**config.mk**
```make
export PLATFORM = sky130hd
export DESIGN_NAME = dftm_trip_mgr
export DESIGN_NICKNAME = d
export VERILOG_FILES = /design/src/core/dftm_pkg.sv /design/src/core/dftm_tmr_if.sv /design/src/core/dftm_sync.sv /design/src/core/dftm_persist.sv /design/src/core/dftm_trip_mgr.sv
export SDC_FILE = /design/constraint.sdc
export NUM_CORES = 2
export LEC_CHECK = 0
export BUFFER_PORTS_ARGS = -buffer_cell sky130_fd_sc_hd__buf_2
export CAP_MARGIN = 20
export CORE_UTILIZATION = 48
export DETAILED_ROUTE_END_ITERATION = 12
export HOLD_SLACK_MARGIN = 0.02
export PLACE_DENSITY_LB_ADDON = 0.08
export SYNTH_ARGS = -nofsm -noshare
export SYNTH_HDL_FRONTEND = slang
export SYNTH_SLANG_ARGS = --single-unit
```
**constraint.sdc**
```tcl
create_clock -name i_clk -period 10.8 [get_ports i_clk]
set_input_delay 2.16 -clock i_clk [delete_from_list [all_inputs] [get_ports i_clk]]
set_output_delay 2.16 -clock i_clk [all_outputs]
set_load 0.005 [all_outputs]
```
**src/core/dftm_pkg.sv**
```systemverilog
/*
  constants for the drive fault trip manager: trip indexes, categories,
  register offsets, field positions, reset values and timing counts.
  assumes one 250 MHz system clock.
*/
package dftm_pkg;
  // ----------------------------------------
  // trips
  // ----------------------------------------
  localparam int NTRIP = 16;
  localparam int T_FAN = 0;
  localparam int T_THM = 1;
  localparam int T_OSPD = 2;
  localparam int T_DEV = 3;
  localparam int T_ENC = 4;
  localparam int T_PID = 5;
  localparam int T_BRK = 6;
  localparam int T_KPD = 7;
  localparam int T_CMD = 8;
  localparam int T_OPT1 = 9;
  localparam int T_IOB = 12;
  localparam int T_PRM = 13;
  localparam int T_NTC = 14;
  localparam int T_HWD = 15;
  localparam logic [15:0] LEVEL_MASK = 16'h0180;
  localparam logic [15:0] FATAL_MASK = 16'h8000;
  localparam int HIST_DEPTH = 4;
  // ----------------------------------------
  // registers (byte addresses)
  // ----------------------------------------
  localparam logic [7:0] A_CFG = 8'h00;
  localparam logic [7:0] A_OSPD = 8'h04;
  localparam logic [7:0] A_DEVLIM = 8'h08;
  localparam logic [7:0] A_BRKPCT = 8'h0c;
  localparam logic [7:0] A_RATED = 8'h10;
  localparam logic [7:0] A_NOLOAD = 8'h14;
  localparam logic [7:0] A_PIDLVL = 8'h18;
  localparam logic [7:0] A_ENCPER = 8'h1c;
  localparam logic [7:0] A_PIDPER = 8'h20;
  localparam logic [7:0] A_TRIPS = 8'h24;
  localparam logic [7:0] A_ISTS = 8'h28;
  localparam logic [7:0] A_ICLR = 8'h2c;
  localparam logic [7:0] A_IEN = 8'h30;
  localparam logic [7:0] A_HIST = 8'h34;
  // cfg fields
  localparam int F_FAN = 0;
  localparam int F_THM = 1;
  localparam int F_DEVEN = 3;
  localparam int F_ENCEN = 4;
  localparam int F_KPD = 5;
  localparam int F_CMD = 7;
  localparam int F_MODE = 9;
  localparam int F_BRKO = 11;
  localparam int F_B22 = 12;
  localparam int F_HISTEN = 13;
  localparam int F_SIGEN = 14;
  localparam int F_SRST = 15;
  localparam logic [15:0] CFG_RST = 16'h0000;
  localparam logic [15:0] LVL_RST = 16'hffff;
  localparam logic [31:0] PER_RST = 32'h0000_03e8;
  localparam logic [1:0] MODE_VEC = 2'h3;
  localparam logic [31:0] PCT_FULL = 32'h0000_0064;
  // ----------------------------------------
  // timing
  // ----------------------------------------
  localparam longint CLK_KHZ = 250000;
  localparam longint KPD_LOSS_MS = 2000;
  localparam longint BRK_LOW_MS = 10000;
  localparam longint KPD_LOSS_CYC = KPD_LOSS_MS * CLK_KHZ;
  localparam longint BRK_LOW_CYC = BRK_LOW_MS * CLK_KHZ;
endpackage

```
**src/core/dftm_tmr_if.sv**
```systemverilog
/*
  interface between the trip manager and its persistence timers.
  assumes all users sit on the same clock.
*/
`timescale 1ns/1ps
interface dftm_tmr_if #(parameter int N = 4, parameter int W = 32);
  logic [N-1:0] cond;
  logic [N-1:0][W-1:0] limit;
  logic [N-1:0] expired;
  modport mgr (output cond, output limit, input expired);
  modport tmr (input cond, input limit, output expired);
endinterface

```
**src/core/dftm_sync.sv**
```systemverilog
/*
  three-stage synchroniser for a vector of pin levels.
  a bit changes only once stages two and three agree.
*/
`timescale 1ns/1ps
module dftm_sync #(
  parameter int W = 8
) (
  input wire logic i_clk,
  input wire logic i_rstn,
  input wire logic [W-1:0] i_pin,
  output logic [W-1:0] o_lvl
);
  typedef struct packed {
    logic [W-1:0] s1;
    logic [W-1:0] s2;
    logic [W-1:0] s3;
    logic [W-1:0] q;
  } dftm_sync_s;
  dftm_sync_s st_reg, st_next;

  always_comb begin
    st_next = st_reg;
    st_next.s1 = i_pin;
    st_next.s2 = st_reg.s1;
    st_next.s3 = st_reg.s2;
    for (int i = 0; i < W; i++) begin
      if (st_reg.s2[i] == st_reg.s3[i]) begin
        st_next.q[i] = st_reg.s3[i];
      end
    end
  end

  always_ff @(posedge i_clk or negedge i_rstn) begin
    if (!i_rstn) begin
      st_reg <= '0;
    end else begin
      st_reg <= st_next;
    end
  end

  assign o_lvl = st_reg.q;
endmodule

```
**src/core/dftm_persist.sv**
```systemverilog
/*
  bank of persistence timers: a flag rises once its condition has held
  for limit + 1 cycles without a break. any break restarts the count.
*/
`timescale 1ns/1ps
module dftm_persist #(
  parameter int N = 4,
  parameter int W = 32
) (
  input wire logic i_clk,
  input wire logic i_rstn,
  dftm_tmr_if.tmr tif
);
  typedef struct packed {
    logic [N-1:0][W-1:0] cnt;
    logic [N-1:0] exp;
  } dftm_pers_s;
  dftm_pers_s st_reg, st_next;

  always_comb begin
    st_next = st_reg;
    for (int i = 0; i < N; i++) begin
      if (!tif.cond[i]) begin
        st_next.cnt[i] = '0;
        st_next.exp[i] = 1'b0;
      end else if (st_reg.cnt[i] >= tif.limit[i]) begin
        st_next.exp[i] = 1'b1;
      end else begin
        st_next.cnt[i] = st_reg.cnt[i] + W'(1);
      end
    end
  end

  always_ff @(posedge i_clk or negedge i_rstn) begin
    if (!i_rstn) begin
      st_reg <= '0;
    end else begin
      st_reg <= st_next;
    end
  end

  assign tif.expired = st_reg.exp;
endmodule

```
**src/core/dftm_trip_mgr.sv**
```systemverilog
/*
  drive fault trip manager: turns fault conditions into level, latched
  and fatal trips, logs history, raises an interrupt and a trip output.
  assumes a 250 MHz clock, power-on reset on i_rstn, measurements from
  logic on the same clock and fault pins from outside it.
*/
// Operation
// - level trips follow their condition and are never logged
// - latched trips clear only by reset pulse after the condition is gone; a pulled option module clears with the pulse
// - fatal trips survive reset pulses; only power cycling clears them
// - fan fault trips only when fan action is 0 and rating below 22 kW
// - thermistor over-resistance trips only when thermistor selection is nonzero
// - overspeed trips when speed exceeds the overspeed level
// - speed deviation trips beyond the limit while the check is enabled
// - encoder wiring trips after abnormality persists for the set period
// - pre-PID low feedback held for the set period trips as load fault
// - scalar modes: brake current low for ten seconds trips the brake
// - vector mode: current below half no-load current trips the brake
// - keypad loss gives a level trip two seconds after link loss
// - command loss gives a level trip while running from other sources
// - each option slot trips on removal or silence after installation
// - I/O board disconnection or connection fault trips
// - keypad failure during a parameter write trips
// - open or faulty power stage temperature sensor trips
// - history and fault signal output are skipped when not enabled
`timescale 1ns/1ps
module dftm_trip_mgr
  import dftm_pkg::*;
#(
  parameter logic [31:0] P_KPD_CYC = 32'(KPD_LOSS_CYC),
  parameter logic [31:0] P_BRK_CYC = 32'(BRK_LOW_CYC)
) (
  input wire logic i_clk,
  input wire logic i_rstn,
  input wire logic [7:0] i_addr,
  input wire logic [31:0] i_wdata,
  input wire logic i_wr,
  input wire logic i_rd,
  input wire logic [15:0] i_speed,
  input wire logic [15:0] i_speed_dev,
  input wire logic [15:0] i_out_current,
  input wire logic [15:0] i_pid_feedback,
  input wire logic i_prepid_active,
  input wire logic i_running,
  input wire logic i_keypad_cmd_src,
  input wire logic i_param_write_busy,
  input wire logic i_fan_fault,
  input wire logic i_therm_over,
  input wire logic i_enc_abnormal,
  input wire logic i_keypad_link_lost,
  input wire logic i_cmd_fail,
  input wire logic [2:0] i_opt_present,
  input wire logic [2:0] i_opt_comm_fail,
  input wire logic i_io_board_fault,
  input wire logic i_power_temp_sensor_fault,
  input wire logic i_hw_diag_fault,
  input wire logic i_fault_reset,
  output logic [31:0] o_rdata,
  output logic [15:0] o_trips,
  output logic o_trip,
  output logic o_fault_relay,
  output logic o_irq
);
  // ----------------------------------------
  // pin synchronisers
  // ----------------------------------------
  localparam int NP = 15;
  logic [NP-1:0] pin;
  logic p_fan, p_thm, p_enc, p_kpl, p_cmd, p_iob, p_ntc, p_hwd, p_rst;
  logic [2:0] p_opt, p_ofail;

  dftm_sync #(.W(NP)) u_sync (
    .i_clk(i_clk),
    .i_rstn(i_rstn),
    .i_pin({i_fan_fault, i_therm_over, i_enc_abnormal, i_keypad_link_lost,
            i_cmd_fail, i_opt_present, i_opt_comm_fail, i_io_board_fault,
            i_power_temp_sensor_fault, i_hw_diag_fault, i_fault_reset}),
    .o_lvl(pin)
  );
  assign {p_fan, p_thm, p_enc, p_kpl, p_cmd, p_opt, p_ofail, p_iob, p_ntc,
          p_hwd, p_rst} = pin;

  // ----------------------------------------
  // state
  // ----------------------------------------
  typedef struct packed {
    logic [15:0] cfg;
    logic [15:0] ospd;
    logic [15:0] devlim;
    logic [15:0] brkpct;
    logic [15:0] rated;
    logic [15:0] noload;
    logic [15:0] pidlvl;
    logic [31:0] encper;
    logic [31:0] pidper;
    logic [NTRIP-1:0] trips;
    logic [NTRIP-1:0] sts;
    logic [NTRIP-1:0] en;
    logic [2:0] armed;
    logic rst_q;
    logic [HIST_DEPTH-1:0][4:0] hist;
    logic [1:0] hptr;
    logic [2:0] hcnt;
    logic [31:0] rdata;
    logic irq;
    logic any;
    logic relay;
  } dftm_state_s;
  dftm_state_s st_reg, st_next;

  dftm_tmr_if #(.N(4), .W(32)) tif ();

  dftm_persist #(.N(4), .W(32)) u_persist (
    .i_clk(i_clk),
    .i_rstn(i_rstn),
    .tif(tif.tmr)
  );

  // lowest set bit as a trip code, for the history log
  function automatic logic [4:0] first_trip(input logic [NTRIP-1:0] v);
    logic [4:0] c;
    c = '0;
    for (int i = NTRIP - 1; i >= 0; i--) begin
      if (v[i]) begin
        c = 5'(i);
      end
    end
    return c;
  endfunction

  // ----------------------------------------
  // fault conditions
  // ----------------------------------------
  logic [15:0] cfg;
  logic scalar, vec, brk_low;
  logic [NTRIP-1:0] cond;
  logic [NTRIP-1:0] clr_ok;
  logic rst_pulse;

  assign cfg = st_reg.cfg;
  assign vec = cfg[F_MODE +: 2] == MODE_VEC;
  assign scalar = !vec;
  // product avoids a divider; both sides in current units times percent
  assign brk_low = ({16'h0000, i_out_current} * PCT_FULL) <
                   ({16'h0000, st_reg.brkpct} * {16'h0000, st_reg.rated});
  assign rst_pulse = (p_rst && !st_reg.rst_q) || (i_wr && i_addr == A_CFG && i_wdata[F_SRST]);

  always_comb begin
    tif.cond[0] = cfg[F_ENCEN] && p_enc;
    tif.cond[1] = i_prepid_active && i_pid_feedback < st_reg.pidlvl;
    tif.cond[2] = scalar && cfg[F_BRKO] && brk_low;
    tif.cond[3] = cfg[F_KPD +: 2] != 2'h0 && i_keypad_cmd_src && p_kpl;
    tif.limit[0] = st_reg.encper;
    tif.limit[1] = st_reg.pidper;
    tif.limit[2] = P_BRK_CYC;
    tif.limit[3] = P_KPD_CYC;
  end

  always_comb begin
    cond = '0;
    cond[T_FAN] = p_fan && !cfg[F_FAN] && cfg[F_B22];
    cond[T_THM] = p_thm && cfg[F_THM +: 2] != 2'h0;
    cond[T_OSPD] = i_speed > st_reg.ospd;
    cond[T_DEV] = cfg[F_DEVEN] && i_speed_dev > st_reg.devlim;
    cond[T_ENC] = tif.expired[0];
    cond[T_PID] = tif.expired[1];
    cond[T_BRK] = tif.expired[2] ||
                  (vec && cfg[F_BRKO] && i_out_current < (st_reg.noload >> 1));
    cond[T_KPD] = tif.expired[3];
    cond[T_CMD] = cfg[F_CMD +: 2] != 2'h0 && i_running && !i_keypad_cmd_src
                  && p_cmd;
    for (int s = 0; s < 3; s++) begin
      // an empty slot that sees the reset pulse is being disarmed, not tripped again
      cond[T_OPT1 + s] = st_reg.armed[s] && !(rst_pulse && !p_opt[s])
                         && (!p_opt[s] || p_ofail[s]);
    end
    cond[T_IOB] = p_iob;
    cond[T_PRM] = i_param_write_busy && p_kpl;
    cond[T_NTC] = p_ntc;
    cond[T_HWD] = p_hwd;
    // a pulled module counts as acknowledged by the reset pulse
    clr_ok = ~cond;
    for (int s = 0; s < 3; s++) begin
      clr_ok[T_OPT1 + s] = !p_ofail[s];
    end
  end

  // ----------------------------------------
  // trips, history, interrupt, registers
  // ----------------------------------------
  logic [NTRIP-1:0] new_trips;

  always_comb begin
    st_next = st_reg;
    st_next.rst_q = p_rst;
    for (int s = 0; s < 3; s++) begin
      // arming needs a module seen after power-up; reset disarms empty slots
      st_next.armed[s] = p_opt[s] || (st_reg.armed[s] && !(rst_pulse && !p_opt[s]));
    end
    for (int i = 0; i < NTRIP; i++) begin
      if (LEVEL_MASK[i]) begin
        st_next.trips[i] = cond[i];
      end else if (FATAL_MASK[i]) begin
        st_next.trips[i] = cond[i] || st_reg.trips[i];
      end else begin
        st_next.trips[i] = cond[i] || (st_reg.trips[i] && !(rst_pulse && clr_ok[i]));
      end
    end
    new_trips = st_next.trips & ~st_reg.trips;
    if (cfg[F_HISTEN] && |(new_trips & ~LEVEL_MASK)) begin
      st_next.hist[st_reg.hptr] = first_trip(new_trips & ~LEVEL_MASK);
      st_next.hptr = st_reg.hptr + 2'h1;
      if (st_reg.hcnt != 3'(HIST_DEPTH)) begin
        st_next.hcnt = st_reg.hcnt + 3'h1;
      end
    end
    st_next.rdata = '0;
    if (i_wr) begin
      unique case (i_addr)
        A_CFG: st_next.cfg = {1'b0, i_wdata[14:0]};
        A_OSPD: st_next.ospd = i_wdata[15:0];
        A_DEVLIM: st_next.devlim = i_wdata[15:0];
        A_BRKPCT: st_next.brkpct = i_wdata[15:0];
        A_RATED: st_next.rated = i_wdata[15:0];
        A_NOLOAD: st_next.noload = i_wdata[15:0];
        A_PIDLVL: st_next.pidlvl = i_wdata[15:0];
        A_ENCPER: st_next.encper = i_wdata;
        A_PIDPER: st_next.pidper = i_wdata;
        A_IEN: st_next.en = i_wdata[15:0];
        default: ;
      endcase
    end
    // new events win over a clear in the same cycle
    st_next.sts = (st_reg.sts & ~((i_wr && i_addr == A_ICLR) ? i_wdata[15:0] : 16'h0000))
                  | new_trips;
    if (i_rd) begin
      unique case (i_addr)
        A_CFG: st_next.rdata = {16'h0000, st_reg.cfg};
        A_OSPD: st_next.rdata = {16'h0000, st_reg.ospd};
        A_DEVLIM: st_next.rdata = {16'h0000, st_reg.devlim};
        A_BRKPCT: st_next.rdata = {16'h0000, st_reg.brkpct};
        A_RATED: st_next.rdata = {16'h0000, st_reg.rated};
        A_NOLOAD: st_next.rdata = {16'h0000, st_reg.noload};
        A_PIDLVL: st_next.rdata = {16'h0000, st_reg.pidlvl};
        A_ENCPER: st_next.rdata = st_reg.encper;
        A_PIDPER: st_next.rdata = st_reg.pidper;
        A_TRIPS: st_next.rdata = {16'h0000, st_reg.trips};
        A_ISTS: st_next.rdata = {16'h0000, st_reg.sts};
        A_IEN: st_next.rdata = {16'h0000, st_reg.en};
        A_HIST: st_next.rdata = {7'h00, st_reg.hptr, st_reg.hcnt, st_reg.hist};
        default: st_next.rdata = '0;
      endcase
    end
    st_next.irq = |(st_next.sts & st_next.en);
    st_next.any = |st_next.trips;
    st_next.relay = st_next.any && cfg[F_SIGEN];
  end

  always_ff @(posedge i_clk or negedge i_rstn) begin
    if (!i_rstn) begin
      st_reg <= '0;
      st_reg.cfg <= CFG_RST;
      st_reg.ospd <= LVL_RST;
      st_reg.devlim <= LVL_RST;
      st_reg.encper <= PER_RST;
      st_reg.pidper <= PER_RST;
    end else begin
      st_reg <= st_next;
    end
  end

  assign o_rdata = st_reg.rdata;
  assign o_trips = st_reg.trips;
  assign o_trip = st_reg.any;
  assign o_fault_relay = st_reg.relay;
  assign o_irq = st_reg.irq;
endmodule

```
==> results.yml <==
cells_and_area:
  largest_reg_flops: 217
  layout.nets: 4192
  area_delta_synth_final_pct: 9.66
  final_common_cell: "inv_1"
  drive_gt1_share_pct: 15.3
  ff_latch_area_um2: 11900
  layout_common_cells: "inv_1, dfrtp_1, ha_1"
  fillers: 6381
  finalNonFillerCells: 4531
  multi_input_area_um2: 19900
detailed_routing:
  wl_mm: 110
  drtIter0Drc: 2608
  dr_wl_met3_mm: 7.52
  postRouteAntennaNets: 0
  num_vias: 26800
  vias_per_cell: 5.92
  drt-met1-wl_mm: 48.4
  post_drt_wl_per_cell_um: 24.2
  wl_met2_mm: 49.1
  post-route-drc-count: 0
  firstDrtPassIters: 9
  routed.top_layer: "met5"
clock_tree:
  root_buffer: "clkbuf_16"
  cts_tree: "done"
  insertion_delay_ps: 640
  cts_hold_buf: 0
  h-tree-depth: 2
  postCtsResizedCells: 0
  clk_path_buf_depth: 3
  clock_sinks: 475
  cts_buffers: 52
  cts.clk_slew.worst_paths_ps: 60
  post_cts_buffers: 0
placed_design:
  dp_cells: 4431
  hpwlAfterDp_mm: 83.7
  gp_congestion: 0.950
  numPortBuffers: 177
worst_setup_path:
  cp-end-kind: "flop"
  start_kind: "flop"
  crit_path_top_delay_cell: "dfrtp_1"
  crit_type: "flop to flop"
  ff2ff_setup_slack_ps: 1820
  slowest_delay_ps: 620
  worstPathRequired_ps: 11250
  critPathArrivalTime_ps: 9420
  crit_fanout: 33
  crit_top_cell: "fa_1"
timing:
  rsz0062_at_grt: "false"
  finalCriticalPeriod_ps: 8980
  relSlewSlack_pct: 24.5
  fin_crit_sh_pct: 83.1
  setup-tns-final_ps: 0
  finalHoldViolCount: 0
  setup_viol: 0
  drv_slew: 0
  worst_slew_pin_slew_ps: 1130
  skew_ps: 66.8
  timing.fmax_mhz: 111
min_path:
  hold_path_class: "flop to flop"
synthesis:
  synthFlopType: "dfrtp_1"
  synth_edf_count: 0
  synth-seq-area-share_pct: 34.6
  synth.top_cell.area_share_pct: 31.3
  ys_top_cells_by_area: "dfrtp_1, fa_1, ha_1"
  synth_cell_types: 72
  syn_inst: 3469
  ys_async_sr_fraction_pct: 100
  ys.warnings.count: 0
  synth_area_per_cell_um2: 9.94
  yosys.area.top_type: "dfrtp_1"
  ys_ff_latch: 475
  syn_nets: 4115
  syn_area_um2: 34500
power:
  ir_drop_uv: 123
  cellPowerDensity_nw_per_um2: 124
  power_leakage_uw: 0.0183
die:
  rows: 97
  die-area_um2: 72900
  initial_core_util_pct: 48.9
  die_w_um: 270
  ios: 178
  die_h_um: 270
  core_area_um2: 70500
global_route:
  grt_pass1_vias: 27000
  grt_overflow: 0
  grt_usage_pct: 30.2
  antenna_found_initial: 2
  grt_start_max_net_pins: 172
  grt_pass1_wl_mm: 168
job:
  maxCapViolations: 0
run_status:
  status: "complete, no violations"
[kinds of logic (layout without fill, tap and decap cells)]
kind of cell | count (synthesis) | count (layout) | synth area share (%)
adder cells (fa/ha/maj) | 534 | 534 | 23.7
other | 0 | 1 | 0
AND/OR/NAND/NOR | 939 | 939 | 13.6
buffers and inverters | 662 | 783 | 7.75
multiplexers | 202 | 202 | 6.54
XOR/XNOR | 108 | 108 | 2.74
flip-flops | 475 | 475 | 34.6
AO/OA/AOI/OAI | 549 | 549 | 11.0
[where the power goes]
part | total, uW | switching (uW) | internal (uW)
clock network | 1880 | 777 | 1100
registers | 2020 | 142 | 1870
logic | 792 | 499 | 293
total | 4690 | 1420 | 3270
[layer usage]
layer | vias up | GRT usage [%]
met2 | 1043 | 46.6
met5 | - | 0
li1 | 11900 | -
met3 | 220 | 4.29
met4 | 2 | 11.0
met1 | 13600 | 43.1
[cell usage after synthesis (all sizes together), types with 11 or more instances]
library cell and number:
fa 205, nand2 304, a21o 75, or3 20, xnor2 37, a222oi 20
a2111oi 11, o31ai 29, mux2 188, o21ai 78, maj3 15, a31oi 25
dfstp 44, mux2i 14, or4 39, clkbuf 131, and2 124, xor2 71
nand3 82, o211ai 25, a21oi 115, a22oi 46, nor2 145, nand2b 16
inv 473, a221oi 32, dfrtp 431, buf 58, nand4 54, nor3 62
and3 44, o21a 16, nor2b 18, a22o 22, ha 314
[path summary, 6_finish.rpt]
kind,cells after the start,startpoint,end
min reg2reg,0,u_sync.st_next[40],u_sync.st_next[25]
max reg2reg,32,st_reg[230],u_persist.st_reg[87]
max,32,st_reg[230],u_persist.st_reg[87]
max in group asynchronous,3,i_rstn,st_reg[76]
min,0,u_sync.st_next[40],u_sync.st_next[25]
min in group asynchronous,1,i_rstn,u_persist.st_reg[82]
[layout make-up]
class                   instances  share of cell area [%]
flip-flops and latches        475                    31.6
repair buffers                212                    3.13
well taps                     940                    3.11
multi-input cells            2332                    52.7
clock inverters                19                   0.791
inverters                     473                    4.69
clock buffers                  79                    4.03
diodes                          1                 0.00662
[worst max-delay path: cells and delay by family, from the launching register on]
| family | cells | cell delay [ps] |
|---|---|---|
| simple gates | 9 | 1340 |
| xor+xnor | 1 | 300 |
| compound gates | 9 | 2300 |
| buf+inv | 5 | 590 |
| fa+ha+maj | 8 | 3630 |
| flops | 1 | 620 |
[stage by stage]
stage	area [um^2]	total power (uW)	hold WS [ps]	util (%)	worst slack (ps)
6_report	37800	4690	347	53.6	1820
5_1_grt	37800	4890	354	53.6	1260
4_1_cts	37800	4700	349	53.6	1790
3_5_place_dp	36000	2820	335	51.0	1850
3_3_place_gp	36000	2800	332	51.0	2020
2_1_floorplan	34500	2470	331	-	2760
Power figures use the tool's default switching activity.
